===== src/hdl/pcd_pkg.sv =====
// Package of constants and types for the PLL clock driver digital core
package pcd_pkg;
    // Reset stretch in in-phase output cycles
    localparam int unsigned STRETCH_Q_CYCLES = 1024;
    // Same stretch in reference cycles
    localparam int unsigned STRETCH_REF_CYCLES = 512;
    // Least low time of the reset request
    localparam int unsigned RST_REQ_MIN_NS = 10;
    localparam int unsigned CLK_PERIOD_NS = 8;
    localparam int unsigned RST_REQ_MIN_CYC =
        (RST_REQ_MIN_NS + CLK_PERIOD_NS - 1) / CLK_PERIOD_NS;
    // Phase divider reset value
    localparam logic [1:0] PHASE_RST = 2'h0;
    localparam logic [10:0] STRETCH_CNT_RST = 11'h000;

    // Clock output bundle
    typedef struct packed {
        logic double_rate;
        logic [2:0] in_phase;
        logic inverted;
        logic bus_enable;
    } pcd_clocks_s;

    // Reset / lock states
    typedef enum logic [1:0] {
        ST_WAIT_LOCK,
        ST_HOLD_REQ,
        ST_STRETCH,
        ST_RELEASED
    } pcd_rst_e;
endpackage : pcd_pkg


===== src/hdl/pcd_clock_driver.sv =====
// Top of the PLL clock driver digital core: clock outputs and reset/lock pin
`timescale 1ns/1ps
`default_nettype none
module pcd_clock_driver
    import pcd_pkg::*;
#(
    parameter int unsigned STRETCH = STRETCH_Q_CYCLES
) (
    input wire logic CLOCK,
    input wire logic RST_N,
    input wire logic REF_CLK_IN,
    input wire logic PHASE_LOCKED,
    input wire logic LOOP_ENABLE,
    input wire logic RESET_REQ_N,
    output logic DOUBLE_RATE_CLOCK_OUT,
    output logic [2:0] IN_PHASE_CLOCK_OUTS,
    output logic INVERTED_CLOCK_OUT,
    output logic BUS_CLOCK_ENABLE_OUT,
    output logic FEEDBACK_OUT,
    output logic RESET_LOCK_OUT,
    output logic RESET_LOCK_OE
);
    ////////////////////////////////////////////////////////////////////
    // Clock generation
    logic [1:0] phase_q;
    logic [1:0] phase_d;
    logic locked_q;
    logic locked_d;
    pcd_clocks_s clk_q;
    pcd_clocks_s clk_d;
    logic fb_q;
    logic fb_d;
    logic q_rise;

    // Divider steps on each VCO tick, or follows reference in test mode
    always_comb begin
        locked_d = PHASE_LOCKED && LOOP_ENABLE;
        phase_d = phase_q + 2'h1;
        if (!LOOP_ENABLE) begin
            phase_d = {REF_CLK_IN, ~REF_CLK_IN ^ REF_CLK_IN};
        end
    end

    // Outputs derived from the phase counter
    always_comb begin
        clk_d.double_rate = ~phase_q[0];
        clk_d.in_phase = {3{~phase_q[1]}};
        clk_d.inverted = phase_q[1];
        clk_d.bus_enable = (phase_q == 2'h1);
        fb_d = fb_q ^ (phase_q == 2'h3);
    end

    // Clock registers keep running whatever the reset pin does
    always_ff @(posedge CLOCK or negedge RST_N) begin
        if (!RST_N) begin
            phase_q <= PHASE_RST;
            locked_q <= 1'b0;
            clk_q <= '0;
            fb_q <= 1'b0;
        end else begin
            phase_q <= phase_d;
            locked_q <= locked_d;
            clk_q <= clk_d;
            fb_q <= fb_d;
        end
    end

    assign q_rise = clk_d.in_phase[0] && !clk_q.in_phase[0];

    ////////////////////////////////////////////////////////////////////
    // Reset and lock output
    pcd_rst_e st_q;
    pcd_rst_e st_d;
    logic cnt_clear;
    logic cnt_done;

    pcd_stretch_counter #(
        .COUNT(STRETCH)
    ) u_stretch (
        .clk(CLOCK),
        .rst_n(RST_N),
        .clear(cnt_clear),
        .tick(q_rise),
        .done(cnt_done)
    );

    // Reset state sequencing
    always_comb begin
        st_d = st_q;
        cnt_clear = 1'b0;
        case (st_q)
            ST_WAIT_LOCK: begin
                cnt_clear = 1'b1;
                if (!RESET_REQ_N) begin
                    st_d = ST_HOLD_REQ;
                end else if (locked_q) begin
                    st_d = ST_STRETCH;
                end
            end
            ST_HOLD_REQ: begin
                cnt_clear = 1'b1;
                if (RESET_REQ_N) begin
                    st_d = ST_STRETCH;
                end
            end
            ST_STRETCH: begin
                if (!RESET_REQ_N) begin
                    st_d = ST_HOLD_REQ;
                    cnt_clear = 1'b1;
                end else if (cnt_done) begin
                    st_d = ST_RELEASED;
                end
            end
            ST_RELEASED: begin
                if (!RESET_REQ_N) begin
                    st_d = ST_HOLD_REQ;
                end
            end
            default: begin
                st_d = ST_WAIT_LOCK;
            end
        endcase
    end

    // Reset state register
    always_ff @(posedge CLOCK or negedge RST_N) begin
        if (!RST_N) begin
            st_q <= ST_WAIT_LOCK;
        end else begin
            st_q <= st_d;
        end
    end

    ////////////////////////////////////////////////////////////////////
    // Output drive
    assign DOUBLE_RATE_CLOCK_OUT = clk_q.double_rate;
    assign IN_PHASE_CLOCK_OUTS = clk_q.in_phase;
    assign INVERTED_CLOCK_OUT = clk_q.inverted;
    assign BUS_CLOCK_ENABLE_OUT = clk_q.bus_enable;
    assign FEEDBACK_OUT = fb_q;
    // Open drain: only ever drives low
    assign RESET_LOCK_OUT = 1'b0;
    assign RESET_LOCK_OE = (st_q != ST_RELEASED);
endmodule : pcd_clock_driver
`default_nettype wire


===== src/hdl/pcd_stretch_counter.sv =====
// Counter that times the reset stretch in in-phase output cycles
`timescale 1ns/1ps
`default_nettype none
module pcd_stretch_counter
    import pcd_pkg::*;
#(
    parameter int unsigned COUNT = STRETCH_Q_CYCLES
) (
    input wire logic clk,
    input wire logic rst_n,
    input wire logic clear,
    input wire logic tick,
    output logic done
);
    logic [10:0] cnt_q;
    logic [10:0] cnt_d;

    // Next count: clear wins, then count ticks up to the end
    always_comb begin
        cnt_d = cnt_q;
        if (clear) begin
            cnt_d = STRETCH_CNT_RST;
        end else if (tick && !done) begin
            cnt_d = cnt_q + 11'h001;
        end
    end

    // Count register
    always_ff @(posedge clk or negedge rst_n) begin
        if (!rst_n) begin
            cnt_q <= STRETCH_CNT_RST;
        end else begin
            cnt_q <= cnt_d;
        end
    end

    assign done = (cnt_q == COUNT[10:0]);
endmodule : pcd_stretch_counter
`default_nettype wire


===== config.mk =====
export PLATFORM = sky130hd
export DESIGN_NAME = pcd_clock_driver
export DESIGN_NICKNAME = d
export VERILOG_FILES = /design/src/hdl/pcd_pkg.sv /design/src/hdl/pcd_clock_driver.sv /design/src/hdl/pcd_stretch_counter.sv
export SDC_FILE = /design/constraint.sdc
export NUM_CORES = 1
export LEC_CHECK = 0
export BUFFER_PORTS_ARGS = -buffer_cell sky130_fd_sc_hd__buf_2
export CORE_ASPECT_RATIO = 0.75
export CORE_MARGIN = 8
export CORE_UTILIZATION = 35
export CTS_CLUSTER_DIAMETER = 120
export DETAILED_ROUTE_END_ITERATION = 8
export PLACE_DENSITY = 0.64
export RECOVER_POWER = 100
export SYNTH_ARGS = -nofsm -noshare
export SYNTH_HDL_FRONTEND = slang
export SYNTH_SLANG_ARGS = --single-unit

===== constraint.sdc =====
create_clock -name CLOCK -period 1.95 [get_ports CLOCK]
set_clock_uncertainty 0.15 [all_clocks]
set_input_delay 0.39 -clock CLOCK [delete_from_list [all_inputs] [get_ports CLOCK]]
set_output_delay 0.39 -clock CLOCK [all_outputs]
set_load 0.02 [all_outputs]

==> reports/results.ini, run 1 <==
[power]
peakVddDrop_uv=426.6
p_leak_uw=0.0004701
power.total_uw=923.1
power_density_mw_per_mm2=806.3

[global_routing]
grt.busiest_layer=met2
grt_overflow_total=0
first_global_vias=757
grt_pass1_wl_um=3381
met1_usage=0.09399
grt.met3_usage=0.03736
antenna_found_initial=0
grt_use_met2=0.1362
grt_max_degree=22
grt_usage=0.08457

[floorplanning]
start_util=0.3551
dieArea_sq_mm=0.004887
num_rows=17
die_w_um=78.10
coreArea_sq_mm=0.002850
die_h_um=62.58
ioPinCount=15

[setup_path]
crit_path_end_kind=register
required_ns=1.99
crit_arrival_ns=1.83
crit_path_start_kind=register
cp_max_fo=7
crit_type=register to register

[sta]
clock.fmax_ghz=0.5584
worst_pin_slew_ns=0.6089
drv_slew=0
tns_ns=0
rsz0062_at_grt=false
setup_viol=0
hold_viol_final=0
slew_headroom=0.5903
post-route-period-util=0.9183
period_needed_ns=1.791

[cells_and_area]
final_cell_mix=dfrtp_1, nand2_1, clkbuf_1
drive_above_1_share=0.09009
fin_util=0.4017
area_growth_pct=13.10
layout_commonest_cell=dfrtp_1
antenna_cells=0
final_nets=122

[status]
status=finished, final reports clean

[cts]
cts.htree.levels=1
clockBufferDepth=2
cts_tree=yes
clk_pin_slew_ns=0.07
cts-root-buf=clkbuf_8
clk_latency_ns=0.26
cts_made_buffers=3
clock_sinks=21
post_cts_buffers=0

[detailed_routing]
drt-total-wl_um=1935
drt_first_iter_violations=26
firstDrtPassIters=3
ant_nets=0
num_vias=749
routed_via_density=5.027
drcViolationCount=0
wl_per_cell_um=12.99

[yosys]
yosys_most_used_dff=dfrtp_1
syn_nets=106
yosysTopAreaCell=dfrtp_1
synthTopCellsByArea=dfrtp_1, ha_1, mux2i_1, nand2_1, inv_1
syn_avg_cell_area_sq_um=10.54
syn_inst=96
netlist_area_sq_mm=0.001012
ys_seq_area_frac=0.5192
synth-edff-count=0
synth_warnings=0
yosysTopAreaCellShare=0.5192
async_flop_share=1.000
synth-seq-cells=21
yosys.cell_types.count=32

[placed_design]
place.gp.congestion=0.7817
port_buffers=13
dp_hpwl_um=1445

[worst_hold_path]
min_path_type=primary input to register

[flow_run]
drv_cap=0

worst max-delay path, stage by stage (launching register included):
cell and delay, ns:
dfrtp_1 0.46, nand4bb_1 0.41, or4_1 0.55, a21oi_1 0.15
stage by stage:
| step | hold WS [ns] | setup slack, ns | cell area, sq um | cells |
|---|---|---|---|---|
| after floorplan | -0.05559 | 0.2833 | 1012 | 96 |
| after global placement | 0.2124 | 0.1706 | 1109 | 144 |
| after detailed placement | 0.2181 | 0.09437 | 1109 | 144 |
| after CTS | 0.1876 | 0.06509 | 1164 | 149 |
| after global routing | 0.1874 | 0.05496 | 1145 | 149 |
| final | 0.1874 | 0.1593 | 1145 | 149 |
what timing repair did:
| action | CTS | global route |
|---|---|---|
| endpoints found under the hold margin | 21 | 0 |
| setup endpoints to repair | 0 | 2 |
| hold buffers | 1 | 0 |
| gates resized for setup | 0 | 1 |
per-layer routing:
layer | routed length [um] | vias to the layer above | share of wire
li1 | - | 362 | -
met1 | 923 | 375 | 0.48
met2 | 921 | 7 | 0.48
met3 | 63 | 5 | 0.033
met4 | 26 | 0 | 0.013
met5 | 0 | - | 0
synthesized netlist by cell type, types with 2 or more instances:
cell type	instances
ha_1	4
o21ai_0	6
nor4_1	3
or3_1	4
inv_1	9
buf_4	3
a21oi_1	6
nand2b_1	2
nand2_1	12
mux2i_1	5
dfrtp_1	21
flip-flops by register name (all words and copies together) (netlist names):
register,cells
locked_q,1
FEEDBACK_OUT,1
DOUBLE_RATE_CLOCK_OUT,1
st_q,2
IN_PHASE_CLOCK_OUTS,1
u_stretch.cnt_q,11
phase_q,2
INVERTED_CLOCK_OUT,1
BUS_CLOCK_ENABLE_OUT,1
report_power, final:
part	internal [uW]	switching (uW)
logic	49.5	93.9
clock network	145	133
registers	470	31.3
total	665	258
final cells by class:
class	count	area, sq um
multi-input combinational	61	416.7
timing repair buffer	16	76.32
sequential	21	525.5
fill	291	1705
inverter	9	33.78
tap	38	47.55
clock buffer	4	45.04
cells by family after synthesis:
family / share of synthesized area
flops: 0.5192
compound gates: 0.1249
buf+inv: 0.06426
fa+ha+maj: 0.04945
other cells: 0.003705
mux: 0.04945
simple gates: 0.1805
xor+xnor: 0.008654
path summary, 6_finish.rpt:
check | startpoint | endpoint | slack, ns | cells after the start
min | LOOP_ENABLE | phase_q[0] | 0.19 | 2
max reg2reg | IN_PHASE_CLOCK_OUTS[0] | u_stretch.cnt_q[7] | 0.16 | 3
min reg2reg | FEEDBACK_OUT | FEEDBACK_OUT | 0.32 | 1
max in group asynchronous | RST_N | u_stretch.cnt_q[8] | 0.82 | 2
min in group asynchronous | RST_N | phase_q[0] | 0.48 | 2
max | IN_PHASE_CLOCK_OUTS[0] | u_stretch.cnt_q[7] | 0.16 | 3
(Power assumes the default switching activity.)
==> inputs of run 2 (changes only) <==
- MAX_ROUTING_LAYER: default -> met4
==> reports/results.ini, run 2 (synthesized netlist as in run 1, its figures left out) <==
[sta]
setup_viol=0  ; unchanged
rsz0062_at_grt=false
worst_pin_slew_ns=0.6089  ; unchanged
hold_viol_final=0  ; unchanged
period_needed_ns=1.791  ; +0.00003400 ns
slew_headroom=0.5903  ; unchanged
drv_slew=0  ; unchanged
tns_ns=0  ; unchanged
post-route-period-util=0.9183  ; about the same
clock.fmax_ghz=0.5584  ; about the same

[power]
sw_frac_of_total=0.2799  ; about the same
clkPwrFrac=0.302  ; about the same
power_density_mw_per_mm2=806.3  ; about the same
seqPwrFrac=0.543  ; about the same
p_sw_uw=258.4  ; about the same
p_leak_uw=0.0004701  ; unchanged
p_int_uw=664.7  ; unchanged
peakVddDrop_uv=426.6  ; about the same
power.total_uw=923.1  ; about the same
combPwrFrac=0.155  ; about the same

[detailed_routing]
ant_nets=0  ; unchanged
wl_per_cell_um=12.99  ; unchanged
drt_first_iter_violations=26  ; unchanged
drt-total-wl_um=1935  ; unchanged
wl_met3_um=63  ; unchanged
top_layer=met4
wl_met2_um=921  ; unchanged
routed_via_density=5.027  ; unchanged
drcViolationCount=0  ; unchanged
num_vias=749  ; unchanged
firstDrtPassIters=3  ; unchanged
wl_met1_um=923  ; unchanged

[setup_path]
rr_worst_depth=3  ; unchanged
crit_path_end_kind=register
crit_type=register to register
cp_max_fo=7  ; unchanged
crit_arrival_ns=1.83  ; about the same
crit_path_start_kind=register
required_ns=1.99  ; about the same

[cells_and_area]
antenna_cells=0  ; unchanged
area_growth_pct=13.10  ; unchanged
regMostFlops=u_stretch.cnt_q
layout_commonest_cell=dfrtp_1
final_cell_mix=dfrtp_1, nand2_1, clkbuf_1
seqCellArea_sq_um=525.5  ; unchanged
postLayoutCellArea_sq_mm=0.001145  ; unchanged
drive_above_1_share=0.09009  ; unchanged
fillers=291  ; unchanged
final_nets=122  ; unchanged
top_regs=u_stretch.cnt_q (11), phase_q (2), st_q (2)
largest_register_ffs=11  ; unchanged
multi_input_area_sq_um=416.7  ; unchanged

[floorplanning]
die_w_um=78.10  ; unchanged
start_util=0.3551  ; unchanged
die_h_um=62.58  ; unchanged
dieArea_sq_mm=0.004887  ; unchanged
ioPinCount=15  ; unchanged
num_rows=17  ; unchanged
coreArea_sq_mm=0.002850  ; unchanged

[cts]
cts-root-buf=clkbuf_8
clockBufferDepth=2  ; unchanged
clk_pin_slew_ns=0.07  ; about the same
clock_sinks=21  ; unchanged
cts_made_buffers=3  ; unchanged
cts.htree.levels=1  ; unchanged
clk_latency_ns=0.26  ; about the same
cts_tree=yes

[global_routing]
grt_pass1_wl_um=3381  ; unchanged
antenna_found_initial=0  ; unchanged
first_global_vias=757  ; unchanged
grt_overflow_total=0  ; unchanged
grt_usage=0.08689  ; +0.002321
grt_max_degree=22  ; unchanged

[placed_design]
place.gp.congestion=0.7925  ; +1.4%
placed_cell_area_sq_mm=0.001109  ; unchanged
dp_hpwl_um=1445  ; unchanged
port_buffers=13  ; unchanged

[flow_run]
drv_cap=0  ; unchanged

[worst_hold_path]
min_path_type=primary input to register
holdPathStages=2  ; unchanged

[status]
status=finished, final reports clean

-- run 2: layer usage --
metal	track usage	vias up
li1	-	362
met1	0.09399	375
met2	0.1362	7
met3	0.03736	5
met4	0.03687	0
met5	-	-
-- run 2: per-stage QoR --
stage               setup WS [ns]  utilization  cells  hold WS, ns
finish                     0.1593       0.4017    149       0.1874
CTS                       0.06509       0.4083    149       0.1876
detailed placement        0.09437       0.3889    144       0.2181
global route              0.05496       0.4017    149       0.1874
global placement           0.1706       0.3889    144       0.2124
floorplan                  0.2833            -     96     -0.05559
-- run 2: final cells by class --
class                   instances  share of cell area
flip-flops and latches         21              0.4590
multi-input cells              61              0.3639
repair buffers                 16             0.06667
well taps                      38             0.04153
clock buffers                   4             0.03934
inverters                       9             0.02951
-- run 2: worst max-delay path, stage by stage, from the launching register on --
cell and delay (ns):
dfrtp_1 0.46, nand4bb_1 0.41, or4_1 0.55, a21oi_1 0.15
-- run 2: power groups by stage --
stage | sequential, uW | clock (uW) | combinational, uW
2_1_floorplan | 531 | 0 | 76.9
3_3_place_gp | 507 | 0 | 150
3_5_place_dp | 508 | 0 | 154
4_1_cts | 500 | 292 | 156
5_1_grt | 507 | 312 | 159
6_report | 501 | 279 | 143
-- run 2: final timing paths --
path / startpoint / end / slack [ns]
max in group asynchronous: RST_N / u_stretch.cnt_q[8] / 0.82
min in group asynchronous: RST_N / phase_q[0] / 0.48
worst max-delay path: IN_PHASE_CLOCK_OUTS[0] / u_stretch.cnt_q[7] / 0.16
worst min-delay path: LOOP_ENABLE / phase_q[0] / 0.19
worst min register to register: FEEDBACK_OUT / FEEDBACK_OUT / 0.32
worst max register to register: IN_PHASE_CLOCK_OUTS[0] / u_stretch.cnt_q[7] / 0.16
-- run 2: timing repair --
action,CTS,global route
endpoints found under the setup margin,0,2
setup buffers,0,0
gates resized for setup,0,1
hold buffers,1,0
endpoints found under the hold margin,21,0
